--- config.mk ---
export PLATFORM = sky130hd
export DESIGN_NAME = dpra_top
export DESIGN_NICKNAME = d
export VERILOG_FILES = /design/src/dpra_pkg.sv /design/src/dpra_pattern_store.sv /design/src/dpra_top.sv
export SDC_FILE = /design/constraint.sdc
export NUM_CORES = 1
export LEC_CHECK = 0
export ABC_AREA = 1
export BUFFER_PORTS_ARGS = -buffer_cell sky130_fd_sc_hd__buf_2
export CAP_MARGIN = 10
export CORE_UTILIZATION = 45
export DETAILED_ROUTE_END_ITERATION = 8
export GPL_ROUTABILITY_DRIVEN = 1
export PLACE_DENSITY = 0.65
export SLEW_MARGIN = 25
export SYNTH_ARGS = -nofsm -noshare
export SYNTH_HDL_FRONTEND = slang
export SYNTH_SLANG_ARGS = --single-unit
--- constraint.sdc ---
create_clock -name pclk -period 3.9 [get_ports pclk]
set_clock_uncertainty 0.1 [all_clocks]
set_input_delay 0.39 -clock pclk [delete_from_list [all_inputs] [get_ports pclk]]
set_output_delay 0.39 -clock pclk [all_outputs]
set_load 0.02 [all_outputs]
--- src/dpra_pkg.sv ---
// package: constants, codes and carriers of the training-pattern access block
package dpra_pkg;

  // ----------------------------------------------------------------
  // apb register map
  // ----------------------------------------------------------------
  localparam logic [7:0] APB_CTRL_OFF = 8'h00;
  localparam logic [7:0] APB_STATUS_OFF = 8'h04;
  localparam logic [7:0] APB_PATTERN_OFF = 8'h08;
  localparam logic [7:0] APB_ERRCNT_OFF = 8'h0C;
  localparam int CTRL_CAS_LSB = 0;
  localparam logic [4:0] CTRL_CAS_RST = 5'h0A;
  localparam int STAT_EN_BIT = 0;
  localparam int STAT_PAGE_LSB = 1;
  localparam int STAT_FMT_LSB = 3;
  localparam int STAT_BL_LSB = 5;
  localparam int STAT_PL_LSB = 7;
  localparam int STAT_BUSY_BIT = 10;

  // ----------------------------------------------------------------
  // mode-register selection and field positions
  // ----------------------------------------------------------------
  localparam logic [1:0] MR_LATBURST_BA = 2'h0;
  localparam logic [1:0] MR_LATBURST_BG = 2'h0;
  localparam logic [1:0] MR_TRAIN_BA = 2'h3;
  localparam logic [1:0] MR_TRAIN_BG = 2'h0;
  localparam logic [1:0] MR_PARITY_BA = 2'h1;
  localparam logic [1:0] MR_PARITY_BG = 2'h1;
  localparam int TRN_EN_BIT = 2;
  localparam int TRN_PAGE_LSB = 0;
  localparam int TRN_FMT_LSB = 11;
  localparam int BL_LSB = 0;
  localparam int PL_LSB = 0;
  localparam int CHOP_BIT = 12;
  localparam int HALF_BIT = 2;
  localparam logic [1:0] BL_FIXED8 = 2'h0;
  localparam logic [1:0] BL_OTF = 2'h1;
  localparam logic [1:0] BL_CHOP4 = 2'h2;
  localparam logic [1:0] PAGE_PATTERN = 2'h0;

  // ----------------------------------------------------------------
  // default patterns restored on re-initialisation
  // ----------------------------------------------------------------
  localparam logic [7:0] PAT0_RST = 8'h55;
  localparam logic [7:0] PAT1_RST = 8'h33;
  localparam logic [7:0] PAT2_RST = 8'h0F;
  localparam logic [7:0] PAT3_RST = 8'h00;

  // ----------------------------------------------------------------
  // timing: last unit interval of a burst and beats per chopped burst
  // ----------------------------------------------------------------
  localparam logic [2:0] UI_LAST = 3'h7;
  localparam logic [2:0] CHOP_BEATS = 3'h4;

  // ----------------------------------------------------------------
  // types
  // ----------------------------------------------------------------
  typedef enum logic [1:0] {
    FMT_SERIAL = 2'h0,
    FMT_PARALLEL = 2'h1,
    FMT_STAGGER = 2'h2,
    FMT_RSVD = 2'h3
  } dpra_fmt_t;

  // command pins from the controller
  typedef struct packed {
    logic cs_n;
    logic act_n;
    logic ras_n;
    logic cas_n;
    logic we_n;
    logic [1:0] bg;
    logic [1:0] ba;
    logic [17:0] addr;
  } dpra_cmd_t;

  // one pending pattern read
  typedef struct packed {
    logic valid;
    logic chop;
    logic half;
    logic [1:0] loc;
  } dpra_rd_t;

endpackage : dpra_pkg

--- src/dpra_pattern_store.sv ---
// file: four 8-bit training pattern locations with default values
`timescale 1ns/1ns
module dpra_pattern_store
  import dpra_pkg::*;
(
  // clock and reset
  input wire logic pclk,
  input wire logic presetn,
  // control
  input wire logic reinit,
  input wire logic wr_en,
  input wire logic [1:0] wr_loc,
  input wire logic [7:0] wr_data,
  // contents, straight from flip-flops
  output logic [3:0][7:0] pat_q
);

  logic [3:0][7:0] pat_reg;
  logic [3:0][7:0] pat_next;
  localparam logic [3:0][7:0] PAT_DEFAULT = {PAT3_RST, PAT2_RST, PAT1_RST, PAT0_RST};

  // defaults return only on re-initialisation, never on mode exit
  always_comb begin
    pat_next = pat_reg;
    if (reinit) begin
      pat_next = PAT_DEFAULT; // RL18
    end else if (wr_en) begin
      pat_next[wr_loc] = wr_data; // RL15
    end
  end

  // storage
  always_ff @(posedge pclk or negedge presetn) begin
    if (!presetn) begin
      pat_reg <= PAT_DEFAULT;
    end else begin
      pat_reg <= pat_next;
    end
  end

  assign pat_q = pat_reg;

endmodule : dpra_pattern_store

--- src/dpra_top.sv ---
// file: training-pattern register access logic of the memory device
// What the document requires of this block and of its controller
// RL1: format field picks serial, parallel or staggered
// RL2: serial drives same pattern bits on all lanes
// RL3: parallel uses location 0 byte across lanes
// RL4: parallel byte on both lane bytes, all UIs
// RL5: staggered lane j reads location n plus j
// RL6: staggered location index wraps modulo four
// RL7: upper nibble repeats lower nibble assignment
// RL8: sixteen lanes carry locations 0..3 four times
// RL9: back-to-back reads give gapless bursts
// RL10: controller drives column bits 1:0 and 2 low
// RL11: chopped read gives four beats then undriven
// RL12: chop bit must be one in on-the-fly length
// RL13: bank bits select location, others ignored
// RL14: parity latency adds to read data delay
// RL15: write loads address bits 7:0 into location
// RL16: address bit k appears in UI k
// RL17: controller keeps bus inversion off on writes
// RL18: written values persist until re-initialisation
// RL19: controller locks DLL, precharges before entry
// RL20: controller writes only with page 0 selected
// RL21: controller waits mode delays before access
// RL22: writes in pattern mode go to locations
// RL23: controller waits write recovery after writes
// RL24: controller waits exit delay, then clears enable
// RL25: clearing enable returns commands to array
// RL26: controller uses only single-rate refresh
//
// Local design decisions: the APB slave port and the address map.
`timescale 1ns/1ns
module dpra_top
  import dpra_pkg::*;
#(
  parameter int LANES = 16,
  parameter int LAT_MAX = 32
) (
  // apb clock and reset
  input wire logic pclk,
  input wire logic presetn,
  // apb slave
  input wire logic psel,
  input wire logic penable,
  input wire logic pwrite,
  input wire logic [7:0] paddr,
  input wire logic [31:0] pwdata,
  output logic [31:0] prdata,
  output logic pready,
  output logic pslverr,
  // command link from the controller
  input wire logic link_ck,
  input wire logic link_rst_n,
  input wire dpra_cmd_t cmd_pins,
  // data lanes
  output logic [LANES-1:0] dq_out,
  output logic dq_oe,
  // status and array steering
  output logic mode_active,
  output logic array_rd_pulse,
  output logic array_wr_pulse
);

  // ----------------------------------------------------------------
  // elaboration checks
  // ----------------------------------------------------------------
  if (LANES != 8 && LANES != 16) begin : g_bad_lanes
    $error("LANES must be 8 or 16");
  end
  if (LAT_MAX < 2 || LAT_MAX > 64) begin : g_bad_lat
    $error("LAT_MAX must lie in 2..64");
  end
  localparam int TW = $clog2(LAT_MAX);

  // ----------------------------------------------------------------
  // synchronisers and link edge detection
  // ----------------------------------------------------------------
  logic ck_s1, ck_s2, ck_s3, rst_s1, rst_s2;
  dpra_cmd_t cmd_s1, cmd_s2;
  // two flops on every pin, a third flop only for the clock edge
  always_ff @(posedge pclk or negedge presetn) begin
    if (!presetn) begin
      ck_s1 <= 1'b0;
      ck_s2 <= 1'b0;
      ck_s3 <= 1'b0;
      rst_s1 <= 1'b0;
      rst_s2 <= 1'b0;
      cmd_s1 <= '1;
      cmd_s2 <= '1;
    end else begin
      ck_s1 <= link_ck;
      ck_s2 <= ck_s1;
      ck_s3 <= ck_s2;
      rst_s1 <= link_rst_n;
      rst_s2 <= rst_s1;
      cmd_s1 <= cmd_pins;
      cmd_s2 <= cmd_s1;
    end
  end

  logic ck_rise, ck_fall, reinit, cmd_take;
  logic is_mrs, is_rd, is_wr;
  assign ck_rise = ck_s2 & ~ck_s3;
  assign ck_fall = ~ck_s2 & ck_s3;
  assign reinit = ~rst_s2;
  assign cmd_take = ck_rise & ~cmd_s2.cs_n & ~reinit;
  assign is_mrs = cmd_take & cmd_s2.act_n & ~cmd_s2.ras_n & ~cmd_s2.cas_n & ~cmd_s2.we_n;
  assign is_rd = cmd_take & cmd_s2.act_n & cmd_s2.ras_n & ~cmd_s2.cas_n & cmd_s2.we_n;
  assign is_wr = cmd_take & cmd_s2.act_n & cmd_s2.ras_n & ~cmd_s2.cas_n & ~cmd_s2.we_n;

  // ----------------------------------------------------------------
  // mode registers seen by this block
  // ----------------------------------------------------------------
  logic mode_en_reg, mode_en_next;
  logic [1:0] page_reg, page_next, bl_reg, bl_next;
  dpra_fmt_t fmt_reg, fmt_next;
  logic [2:0] pl_reg, pl_next;
  logic mr_train, mr_latburst, mr_parity;
  assign mr_train = cmd_s2.ba == MR_TRAIN_BA && cmd_s2.bg == MR_TRAIN_BG;
  assign mr_latburst = cmd_s2.ba == MR_LATBURST_BA && cmd_s2.bg == MR_LATBURST_BG;
  assign mr_parity = cmd_s2.ba == MR_PARITY_BA && cmd_s2.bg == MR_PARITY_BG;

  // mode-register writes update enable, page, format, length, parity latency
  always_comb begin
    mode_en_next = mode_en_reg;
    page_next = page_reg;
    fmt_next = fmt_reg;
    bl_next = bl_reg;
    pl_next = pl_reg;
    if (reinit) begin
      mode_en_next = 1'b0;
      page_next = PAGE_PATTERN;
      fmt_next = FMT_SERIAL;
      bl_next = BL_FIXED8;
      pl_next = 3'h0;
    end else if (is_mrs && mr_train) begin
      mode_en_next = cmd_s2.addr[TRN_EN_BIT]; // RL25
      page_next = cmd_s2.addr[TRN_PAGE_LSB +: 2];
      fmt_next = dpra_fmt_t'(cmd_s2.addr[TRN_FMT_LSB +: 2]); // RL1
    end else if (is_mrs && mr_latburst) begin
      bl_next = cmd_s2.addr[BL_LSB +: 2];
    end else if (is_mrs && mr_parity) begin
      pl_next = cmd_s2.addr[PL_LSB +: 3];
    end
  end

  always_ff @(posedge pclk or negedge presetn) begin
    if (!presetn) begin
      mode_en_reg <= 1'b0;
      page_reg <= PAGE_PATTERN;
      fmt_reg <= FMT_SERIAL;
      bl_reg <= BL_FIXED8;
      pl_reg <= 3'h0;
    end else begin
      mode_en_reg <= mode_en_next;
      page_reg <= page_next;
      fmt_reg <= fmt_next;
      bl_reg <= bl_next;
      pl_reg <= pl_next;
    end
  end

  // ----------------------------------------------------------------
  // pattern store and redirection of commands
  // ----------------------------------------------------------------
  logic [3:0][7:0] pat_q;
  logic pat_wr;
  // bank bits pick the location; other address bits are ignored
  assign pat_wr = is_wr & mode_en_reg & page_reg == PAGE_PATTERN; // RL22 RL13

  dpra_pattern_store u_store (
    .pclk(pclk),
    .presetn(presetn),
    .reinit(reinit),
    .wr_en(pat_wr),
    .wr_loc(cmd_s2.ba),
    .wr_data(cmd_s2.addr[7:0]),
    .pat_q(pat_q)
  );

  logic arr_rd_reg, arr_rd_next, arr_wr_reg, arr_wr_next;
  // outside pattern mode, reads and writes go to the array
  always_comb begin
    arr_rd_next = is_rd & ~mode_en_reg; // RL25
    arr_wr_next = is_wr & ~mode_en_reg; // RL22
  end

  always_ff @(posedge pclk or negedge presetn) begin
    if (!presetn) begin
      arr_rd_reg <= 1'b0;
      arr_wr_reg <= 1'b0;
    end else begin
      arr_rd_reg <= arr_rd_next;
      arr_wr_reg <= arr_wr_next;
    end
  end

  // ----------------------------------------------------------------
  // read latency line, advanced on each link rising edge
  // ----------------------------------------------------------------
  logic [4:0] cas_reg, cas_next;
  dpra_rd_t [LAT_MAX-1:0] dline_reg, dline_next;
  dpra_rd_t rd_new, tap;
  logic [5:0] lat_sum;
  logic [TW-1:0] tap_idx;
  assign lat_sum = {1'b0, cas_reg} + {3'h0, pl_reg}; // RL14
  // latency clamped into the line; zero acts as one
  assign tap_idx = (lat_sum == 6'h00) ? '0 :
                   (32'(lat_sum) > LAT_MAX) ? TW'(LAT_MAX - 1) : TW'(lat_sum - 6'h01);
  assign tap = dline_reg[tap_idx];

  // chop when the fixed chopped length is programmed
  always_comb begin
    rd_new.valid = is_rd & mode_en_reg;
    rd_new.chop = bl_reg == BL_CHOP4; // RL11 RL12
    rd_new.half = cmd_s2.addr[HALF_BIT] & (bl_reg == BL_CHOP4);
    rd_new.loc = cmd_s2.ba; // RL13
    dline_next = dline_reg;
    if (ck_rise) begin
      dline_next = {dline_reg[LAT_MAX-2:0], rd_new};
    end
  end

  always_ff @(posedge pclk or negedge presetn) begin
    if (!presetn) begin
      dline_reg <= '0;
    end else begin
      dline_reg <= dline_next;
    end
  end

  // ----------------------------------------------------------------
  // burst output, one unit interval per link clock edge
  // ----------------------------------------------------------------
  logic act_reg, act_next, oe_reg, oe_next;
  logic [2:0] ui_reg, ui_next;
  dpra_rd_t cur_reg, cur_next;
  logic [LANES-1:0] dq_reg, dq_next, lane_bit;
  logic start, ui_edge, beat_on;
  logic [2:0] beat;
  assign start = ck_rise & tap.valid;
  assign ui_edge = ck_rise | ck_fall;

  // the unit interval that the coming edge presents
  always_comb begin
    act_next = act_reg;
    ui_next = ui_reg;
    cur_next = cur_reg;
    if (start) begin
      act_next = 1'b1; // RL9
      ui_next = 3'h0;
      cur_next = tap;
    end else if (ui_edge && act_reg) begin
      act_next = ui_reg != UI_LAST;
      ui_next = ui_reg + 3'h1;
    end
  end

  // beat number and whether the lanes are driven in it
  always_comb begin
    beat = cur_next.half ? ui_next + CHOP_BEATS : ui_next;
    beat_on = act_next & ~(cur_next.chop & ui_next >= CHOP_BEATS); // RL11
  end

  // per-lane data source chosen by the read format
  for (genvar j = 0; j < LANES; j++) begin : g_lane
    logic [1:0] sloc;
    assign sloc = 2'(cur_next.loc + 2'(j % 4)); // RL6 RL7 RL8
    always_comb begin
      unique case (fmt_reg)
        FMT_SERIAL: lane_bit[j] = page_reg == PAGE_PATTERN && pat_q[cur_next.loc][beat]; // RL2 RL16
        FMT_PARALLEL: lane_bit[j] = pat_q[0][j % 8]; // RL3 RL4
        FMT_STAGGER: lane_bit[j] = pat_q[sloc][beat]; // RL5
        default: lane_bit[j] = 1'b0;
      endcase
    end
  end

  always_comb begin
    oe_next = oe_reg;
    dq_next = dq_reg;
    if (start || ui_edge) begin
      oe_next = beat_on;
      dq_next = beat_on ? lane_bit : '0;
    end
  end

  always_ff @(posedge pclk or negedge presetn) begin
    if (!presetn) begin
      act_reg <= 1'b0;
      ui_reg <= 3'h0;
      cur_reg <= '0;
      oe_reg <= 1'b0;
      dq_reg <= '0;
    end else begin
      act_reg <= act_next;
      ui_reg <= ui_next;
      cur_reg <= cur_next;
      oe_reg <= oe_next;
      dq_reg <= dq_next;
    end
  end

  // ----------------------------------------------------------------
  // misuse counter and apb slave
  // ----------------------------------------------------------------
  logic [7:0] err_reg, err_next;
  logic misuse;
  // parallel read off location 0, reserved format, on-the-fly read with chop bit low, write off page 0
  assign misuse = (is_rd & mode_en_reg & ((fmt_reg == FMT_PARALLEL & cmd_s2.ba != 2'h0) |
                  fmt_reg == FMT_RSVD | (bl_reg == BL_OTF & ~cmd_s2.addr[CHOP_BIT]))) |
                  (is_wr & mode_en_reg & page_reg != PAGE_PATTERN);

  logic setup, access, hit;
  logic [31:0] rd_mux, prdata_reg, prdata_next;
  assign setup = psel & ~penable;
  assign access = psel & penable;
  assign hit = paddr == APB_CTRL_OFF || paddr == APB_STATUS_OFF ||
               paddr == APB_PATTERN_OFF || paddr == APB_ERRCNT_OFF;

  // read mux for the word captured in the setup cycle
  always_comb begin
    rd_mux = 32'h0000_0000;
    unique case (paddr)
      APB_CTRL_OFF: rd_mux[CTRL_CAS_LSB +: 5] = cas_reg;
      APB_STATUS_OFF: begin
        rd_mux[STAT_EN_BIT] = mode_en_reg;
        rd_mux[STAT_PAGE_LSB +: 2] = page_reg;
        rd_mux[STAT_FMT_LSB +: 2] = fmt_reg;
        rd_mux[STAT_BL_LSB +: 2] = bl_reg;
        rd_mux[STAT_PL_LSB +: 3] = pl_reg;
        rd_mux[STAT_BUSY_BIT] = act_reg;
      end
      APB_PATTERN_OFF: rd_mux = pat_q;
      APB_ERRCNT_OFF: rd_mux[7:0] = err_reg;
      default: rd_mux = 32'h0000_0000;
    endcase
  end

  always_comb begin
    cas_next = cas_reg;
    err_next = err_reg;
    prdata_next = setup ? rd_mux : prdata_reg;
    if (access && pwrite && paddr == APB_CTRL_OFF) begin
      cas_next = pwdata[CTRL_CAS_LSB +: 5];
    end
    if (misuse && err_reg != 8'hFF) begin
      err_next = err_reg + 8'h01;
    end
  end

  always_ff @(posedge pclk or negedge presetn) begin
    if (!presetn) begin
      cas_reg <= CTRL_CAS_RST;
      err_reg <= 8'h00;
      prdata_reg <= 32'h0000_0000;
    end else begin
      cas_reg <= cas_next;
      err_reg <= err_next;
      prdata_reg <= prdata_next;
    end
  end

  // outputs
  assign prdata = prdata_reg;
  assign pready = 1'b1;
  assign pslverr = access & ~hit;
  assign dq_out = dq_reg;
  assign dq_oe = oe_reg;
  assign mode_active = mode_en_reg;
  assign array_rd_pulse = arr_rd_reg;
  assign array_wr_pulse = arr_wr_reg;
endmodule : dpra_top

==> impl_results.rst, run 1 <==
.. list-table::
   :header-rows: 1

   * - Metric
     - Value
   * - Outcome
     - finished, violations left
   * - Failing checks
     - setup timing
   * - Crit path max-delay cell type
     - sky130_fd_sc_hd__dfstp_2
   * - Antenna-violating nets left
     - 0
   * - Clock tree from TritonCTS
     - built
   * - Count of buffers inserted at the top-level ports
     - 91
   * - Distinct cell type count after synthesis
     - 45
   * - Starting Density
     - 0.4564
   * - Max VDD drop
     - 396.9 uV
   * - Synthesized netlist net count
     - 1,980
   * - # fillers
     - 2,883
   * - Max-cap violations
     - 0
   * - Internal reg-to-reg setup slack
     - -0.38 ns
   * - Number of global-route vias before repair
     - 13,620
   * - Number of hold violations in the final report
     - 0
   * - Leakage
     - 9.613 nW
   * - Max-Slew Margin vs Limit
     - 0.3580
   * - Required time of the worst setup path
     - 4.21 ns
   * - Max clock buf depth
     - 3
   * - Sequential area share after synthesis
     - 0.5107
   * - Setup crit end kind
     - register
   * - Initial antenna violation count
     - 0
   * - Slew of the pin with the lowest slew margin
     - 0.9629 ns
   * - Std cell rows
     - 67
   * - Worst hold path class
     - input pin to register
   * - Number of detailed-route iterations in the first pass
     - 6
   * - Most common cell after layout, fill and taps aside
     - sky130_fd_sc_hd__nand2_1
   * - Routed Wire Length
     - 44.42 mm
   * - Number of sinks on the clock net
     - 309
   * - Wire length of the first global-routing pass
     - 70.43 mm
   * - Cell repeated most along the worst path
     - sky130_fd_sc_hd__nand2_1
   * - Highest Clock Rate
     - 0.2338 GHz
   * - Main synth FF type
     - sky130_fd_sc_hd__dfrtp_1
   * - Final setup violation count
     - 8
   * - Share of cells above drive strength 1
     - 0.2705
   * - Slew Limit Fails
     - 0
   * - Mapped Avg Cell Area
     - 8.052 um2
   * - Launching element type of the critical path
     - register
   * - Count of vias placed by the detailed router
     - 14,020
   * - Count of H-tree levels built during CTS
     - 2
   * - Sw frac
     - 0.3563
   * - Global placer's final weighted congestion
     - 0.9062
   * - End-of-flow core utilization
     - 0.5983
   * - Net switching power of the design
     - 0.004038 W
   * - Largest driver fanout on the critical path
     - 6
   * - Relative contribution of sequential cells to total power
     - 0.322
   * - Via density
     - 5.402
   * - Overflow left after global routing
     - 0
   * - Proportion of synthesized flip-flops having asynchronous set or reset
     - 1.000
   * - Clock-pin transition on the worst setup and hold timing paths
     - 0.06 ns
   * - Unrepaired setup endpoints after global routing
     - true
   * - Drt first-iter violations
     - 1,174
   * - Worst setup path class
     - register to register
   * - Placeable core region
     - 0.03345 mm2
   * - Buffer cell driving the clock tree root
     - sky130_fd_sc_hd__clkbuf_16
   * - Maximum number of pins on one net before global-route repair
     - 118
   * - Antenna diode instance count
     - 0
   * - Max reg flops
     - 160
   * - Number of register bits inferred by synthesis
     - 309
   * - Crit path arrival time
     - 4.59 ns
   * - Post-synth EDFFs
     - 0
   * - Final worst hold slack
     - 0.2047 ns
   * - Clock Power Share
     - 0.301
   * - Number of warnings printed during yosys synthesis
     - 0
   * - Clock network latency to the later pin of the worst-skew pair
     - 0.53 ns
   * - GRT Resource Usage Total
     - 0.2582
   * - PD cells
     - 566.2 mW/mm2
   * - HPWL Detailed
     - 27.98 mm
   * - DRC violations left
     - 0
   * - Inserted Clock Buffers
     - 35
   * - Smallest setup slack after layout
     - -0.3763 ns
   * - Post-Syn Instances
     - 1,896
   * - Nets
     - 2,205
   * - Share of the clock period used by the worst path
     - 1.096
   * - Number of I/O pins
     - 128
   * - Post-synthesis instance area
     - 0.01527 mm2
   * - Area growth, synth to finish
     - 31.08%
   * - Overall die width
     - 186.2 um
   * - Vertical die dimension
     - 186.2 um
   * - Crit path largest cell delay
     - 0.54 ns
   * - Shortest period the worst path allows
     - 4.276 ns
   * - Total Die Area
     - 0.03467 mm2
   * - Most frequent cells in the layout
     - sky130_fd_sc_hd__nand2_1 (561), sky130_fd_sc_hd__dfrtp_1 (257), sky130_fd_sc_hd__o21ai_0 (185)
   * - Combinational power share
     - 0.378
   * - Internal Dissipation
     - 0.007294 W
   * - Post-detailed-route wirelength per cell
     - 17.11 um
final cells by class:
type                            count  area [um2]  share of cell area
Multi-Input combinational cell   1293        7099              0.3547
Inverter                          195       760.7             0.03801
Clock buffer                       51        1067             0.05333
Sequential cell                   309        7797              0.3896
Clock inverter                     13       140.1            0.007002
Tap cell                          448       560.5             0.02801
Timing Repair Buffer              287        2587              0.1293
cells by family after synthesis:
group                    share of synthesized area
adder cells (fa/ha/maj)                   0.008687
buffers and inverters                      0.08605
XOR/XNOR                                  0.005737
AO/OA/AOI/OAI                               0.1123
flip-flops                                  0.5107
AND/OR/NAND/NOR                             0.2711
other                                    0.0002456
multiplexers                              0.005163
synthesized netlist by cell type, types with 3 or more instances:
library cell               number  share of area
sky130_fd_sc_hd__clkinv_1       3        0.00074
sky130_fd_sc_hd__nor2_1        34         0.0084
sky130_fd_sc_hd__o221ai_1       4         0.0023
sky130_fd_sc_hd__nor3_1         7         0.0023
sky130_fd_sc_hd__nand3_2        3         0.0020
sky130_fd_sc_hd__dfstp_2       52          0.089
sky130_fd_sc_hd__clkbuf_1      46          0.011
sky130_fd_sc_hd__o21ai_1        6         0.0020
sky130_fd_sc_hd__nor4_1         6         0.0025
sky130_fd_sc_hd__xor2_1         8         0.0046
sky130_fd_sc_hd__nand2_2       11         0.0045
sky130_fd_sc_hd__buf_1          5         0.0012
sky130_fd_sc_hd__inv_1        182          0.045
sky130_fd_sc_hd__nand4_1        5         0.0020
sky130_fd_sc_hd__buf_2         24         0.0079
sky130_fd_sc_hd__dfrtp_1      257           0.42
sky130_fd_sc_hd__a21oi_1       19         0.0062
sky130_fd_sc_hd__o31ai_1       23          0.011
sky130_fd_sc_hd__mux2_2         7         0.0052
sky130_fd_sc_hd__a211oi_1       3         0.0015
sky130_fd_sc_hd__nand3_1      263          0.086
sky130_fd_sc_hd__buf_4         18         0.0089
sky130_fd_sc_hd__ha_1           9         0.0074
sky130_fd_sc_hd__nand2_4       12         0.0089
sky130_fd_sc_hd__nand2_1      609           0.15
sky130_fd_sc_hd__buf_6         12         0.0089
sky130_fd_sc_hd__o22ai_1       33          0.014
sky130_fd_sc_hd__a31oi_1        3         0.0012
sky130_fd_sc_hd__o21ai_0      190          0.062
sky130_fd_sc_hd__inv_2         10         0.0025
sky130_fd_sc_hd__o211ai_1      14         0.0069
routing by layer:
layer / routed length, um / track usage / up-vias
met2: 20050 / 0.4103 / 513
li1: - / - / 6648
met4: 1179 / 0.07902 / 0
met1: 19980 / 0.3619 / 6771
met5: 0 / 0 / -
met3: 3212 / 0.04264 / 92
final timing paths:
kind,startpoint,endpoint,cells past startpoint
setup / recovery,cas_reg[1],dq_out[12],32
hold / removal,penable,prdata[9],4
setup reg to reg,cas_reg[1],dq_out[12],32
hold reg to reg,rst_s1,rst_s2,0
max in group asynchronous,presetn,cmd_s2[22],3
min in group asynchronous,presetn,dline_reg[92],2
power by group through the flow:
stage	clock network [W]	logic, W	registers, W
2_1_floorplan	0	0.00195	0.00369
3_3_place_gp	0	0.00294	0.00368
3_5_place_dp	0	0.00298	0.00369
4_1_cts	0.00349	0.00397	0.00364
5_1_grt	0.00359	0.00460	0.00368
6_report	0.00341	0.00428	0.00364
critical path, delay by kind of cell, from the launching register on:
| family | cells | cell delay (ns) |
|---|---|---|
| simple gates | 21 | 1.81 |
| buf+inv | 8 | 0.79 |
| fa+ha+maj | 2 | 0.69 |
| flops | 1 | 0.54 |
| compound gates | 1 | 0.17 |
per-stage QoR:
stage	setup TNS, ns	area [um2]	worst slack, ns	instances	total power [W]
after floorplan	0	15270	0.1149	1896	0.005639
after global routing	-4.559	20010	-0.6079	2596	0.01187
after global placement	-2.877	16830	-0.3695	2451	0.006625
after detailed placement	-3.439	16830	-0.4542	2451	0.006665
final	-2.774	20010	-0.3763	2596	0.01133
after CTS	-1.746	19670	-0.2376	2591	0.01110
timing repair:
| action | 4_1_cts | 5_1_grt |
|---|---|---|
| setup endpoints to repair | 8 | 9 |
| hold buffers | 27 | 0 |
| pin swaps | 88 | 44 |
| endpoints found under the hold margin | 124 | 0 |
| gates cloned | 15 | 2 |
| setup buffers | 35 | 3 |
| resized for setup | 187 | 62 |
Power figures use the tool's default switching activity.
==> run 2: changes to the inputs <==
--- a/config.mk
+++ b/config.mk
@@ -8,6 +8,7 @@
 export ABC_AREA = 1
 export BUFFER_PORTS_ARGS = -buffer_cell sky130_fd_sc_hd__buf_2
 export CAP_MARGIN = 10
+export CORE_ASPECT_RATIO = 0.7
 export CORE_UTILIZATION = 45
 export DETAILED_ROUTE_END_ITERATION = 8
 export GPL_ROUTABILITY_DRIVEN = 1
==> impl_results.rst, run 2 (same netlist as run 1, synthesis figures left out) <==
.. list-table::
   :header-rows: 1

   * - Metric
     - Value
   * - Via density
     - 5.423
   * - Starting Density
     - 0.4568
   * - Smallest setup slack after layout
     - -0.3943 ns
   * - Max reg flops
     - 160
   * - Crit path max-delay cell type
     - sky130_fd_sc_hd__dfstp_2
   * - Placeable core region
     - 0.03342 mm2
   * - Clock network latency to the later pin of the worst-skew pair
     - 0.61 ns
   * - Number of detailed-route iterations in the first pass
     - 6
   * - Share of cells above drive strength 1
     - 0.2456
   * - Leakage
     - 9.331 nW
   * - Worst path top cell family by delay
     - simple AND/OR/NAND/NOR gates
   * - Overall die width
     - 222.2 um
   * - Final setup violation count
     - 8
   * - Max clock buf depth
     - 3
   * - Launching element type of the critical path
     - register
   * - Relative contribution of sequential cells to total power
     - 0.335
   * - Highest Clock Rate
     - 0.2329 GHz
   * - End-of-flow core utilization
     - 0.5839
   * - Crit path largest cell delay
     - 0.54 ns
   * - Sum of buffers and inverters on the critical path
     - 7
   * - Cell repeated most along the worst path
     - sky130_fd_sc_hd__nand2_1
   * - Area growth, synth to finish
     - 27.82%
   * - Worst setup path class
     - register to register
   * - Shortest period the worst path allows
     - 4.294 ns
   * - Routed Wire Length
     - 45.59 mm
   * - Nets
     - 2,172
   * - Required time of the worst setup path
     - 4.27 ns
   * - Largest driver fanout on the critical path
     - 10
   * - Most common cell after layout, fill and taps aside
     - sky130_fd_sc_hd__nand2_1
   * - Wire length of the first global-routing pass
     - 71.10 mm
   * - Max-cap violations
     - 0
   * - Setup TNS
     - -2.949 ns
   * - Post-detailed-route wirelength per cell
     - 17.89 um
   * - GRT Resource Usage Total
     - 0.2599
   * - Count of buffers inserted at the top-level ports
     - 91
   * - Number of I/O pins
     - 128
   * - Max VDD drop
     - 376.1 uV
   * - Global placer's final weighted congestion
     - 0.8987
   * - Maximum number of pins on one net before global-route repair
     - 221
   * - Count of vias placed by the detailed router
     - 13,820
   * - Internal reg-to-reg setup slack
     - -0.39 ns
   * - Drt first-iter violations
     - 1,356
   * - Share of the clock period used by the worst path
     - 1.101
   * - Std cell rows
     - 56
   * - Inserted Clock Buffers
     - 31
   * - Number of sinks on the clock net
     - 309
   * - Final Total Pwr
     - 0.01086 W
   * - Unrepaired setup endpoints after global routing
     - true
   * - Antenna diode instance count
     - 0
   * - Initial antenna violation count
     - 0
   * - Overflow left after global routing
     - 0
   * - Final worst hold slack
     - 0.1743 ns
   * - HPWL Detailed
     - 29.15 mm
   * - Slew of the pin with the lowest slew margin
     - 0.9781 ns
   * - Failing checks
     - setup timing
   * - Internal Dissipation
     - 0.006818 W
   * - Worst setup slack after placement
     - -0.4849 ns
   * - Clock tree from TritonCTS
     - built
   * - Antenna-violating nets left
     - 0
   * - Outcome
     - finished, violations left
   * - Clock Power Share
     - 0.280
   * - PD cells
     - 556.5 mW/mm2
   * - Total Die Area
     - 0.03468 mm2
   * - DRC violations left
     - 0
   * - Combinational power share
     - 0.384
   * - Count of H-tree levels built during CTS
     - 1
   * - Number of global-route vias before repair
     - 12,820
   * - Number of hold violations in the final report
     - 0
   * - Max-Slew Margin vs Limit
     - 0.3479
   * - Sw frac
     - 0.3722
   * - Worst hold path class
     - input pin to register
   * - # fillers
     - 2,928
   * - Vertical die dimension
     - 156.1 um
   * - Most frequent cells in the layout
     - sky130_fd_sc_hd__nand2_1 (556), sky130_fd_sc_hd__dfrtp_1 (257), sky130_fd_sc_hd__nand3_1 (203)
   * - Crit path arrival time
     - 4.67 ns
   * - Setup crit end kind
     - register
   * - Buffer cell driving the clock tree root
     - sky130_fd_sc_hd__clkbuf_16
   * - Clock-pin transition on the worst setup and hold timing paths
     - 0.07 ns
   * - Slew Limit Fails
     - 0
   * - Net switching power of the design
     - 0.004042 W
[run 2: cell types whose count changed in the layout (fill, tap and decap cells not counted), sizes merged]
| cell | delta |
|---|---|
| buf | -34 |
| clkbuf | -8 |
| nand2 | +5 |
| clkinv | +3 |
| clkinvlp | -3 |
| inv | +2 |
[run 2: layout make-up]
class                           count  area [um2]  share of cell area
Sequential cell                   309        7797              0.3996
Multi-Input combinational cell   1298        7183              0.3681
Tap cell                          435       544.3             0.02789
Inverter                          195       758.2             0.03885
Clock inverter                     14       146.4            0.007501
Timing Repair Buffer              252        2182              0.1118
Timing Repair inverter              1       7.507           0.0003847
Clock buffer                       44       895.9             0.04591
[run 2: path summary, 6_finish.rpt]
kind / to / depth (start not counted) / from
max: dq_out[11] / 30 / cas_reg[1]
min: prdata[31] / 5 / paddr[2]
max reg2reg: dq_out[11] / 30 / cas_reg[1]
min reg2reg: rst_s2 / 0 / rst_s1
max in group asynchronous: u_store.pat_q[19] / 3 / presetn
min in group asynchronous: dq_out[13] / 2 / presetn
[run 2: layer usage]
layer | vias up | wire, um | global-route usage
met4 | 0 | 894 | 0.05853
met5 | - | 0 | 0
met2 | 565 | 18260 | 0.3483
met1 | 6586 | 21960 | 0.4040
met3 | 61 | 4473 | 0.07646
li1 | 6607 | - | -
[run 2: worst reg2reg max path: cells and delay by family (launching register included)]
| family | cells | cell delay (ns) |
|---|---|---|
| adder cells (fa/ha/maj) | 2 | 0.71 |
| flip-flops | 1 | 0.54 |
| buffers and inverters | 7 | 0.77 |
| AND/OR/NAND/NOR | 21 | 2.04 |
[run 2: repair_timing]
item / 4_1_cts / 5_1_grt
buffers inserted: 22 / 13
pin swaps: 35 / 60
resized for setup: 120 / 129
hold endpoints to repair: 116 / 0
hold buffers: 27 / 0
setup endpoints to repair: 9 / 9
cloned: 17 / 3
[run 2: through the flow]
| step | instance area (um2) | cells |
|---|---|---|
| floorplan | 15270 | 1896 |
| global placement | 16540 | 2411 |
| detailed placement | 16540 | 2411 |
| CTS | 18850 | 2535 |
| global route | 19520 | 2548 |
| finish | 19520 | 2548 |
[run 2: power groups by stage]
stage / logic, W / registers [W] / clock network, W
finish: 0.00418 / 0.00364 / 0.00304
global route: 0.00444 / 0.00367 / 0.00324
CTS: 0.00363 / 0.00363 / 0.00311
detailed placement: 0.00290 / 0.00368 / 0
global placement: 0.00287 / 0.00367 / 0
floorplan: 0.00195 / 0.00369 / 0
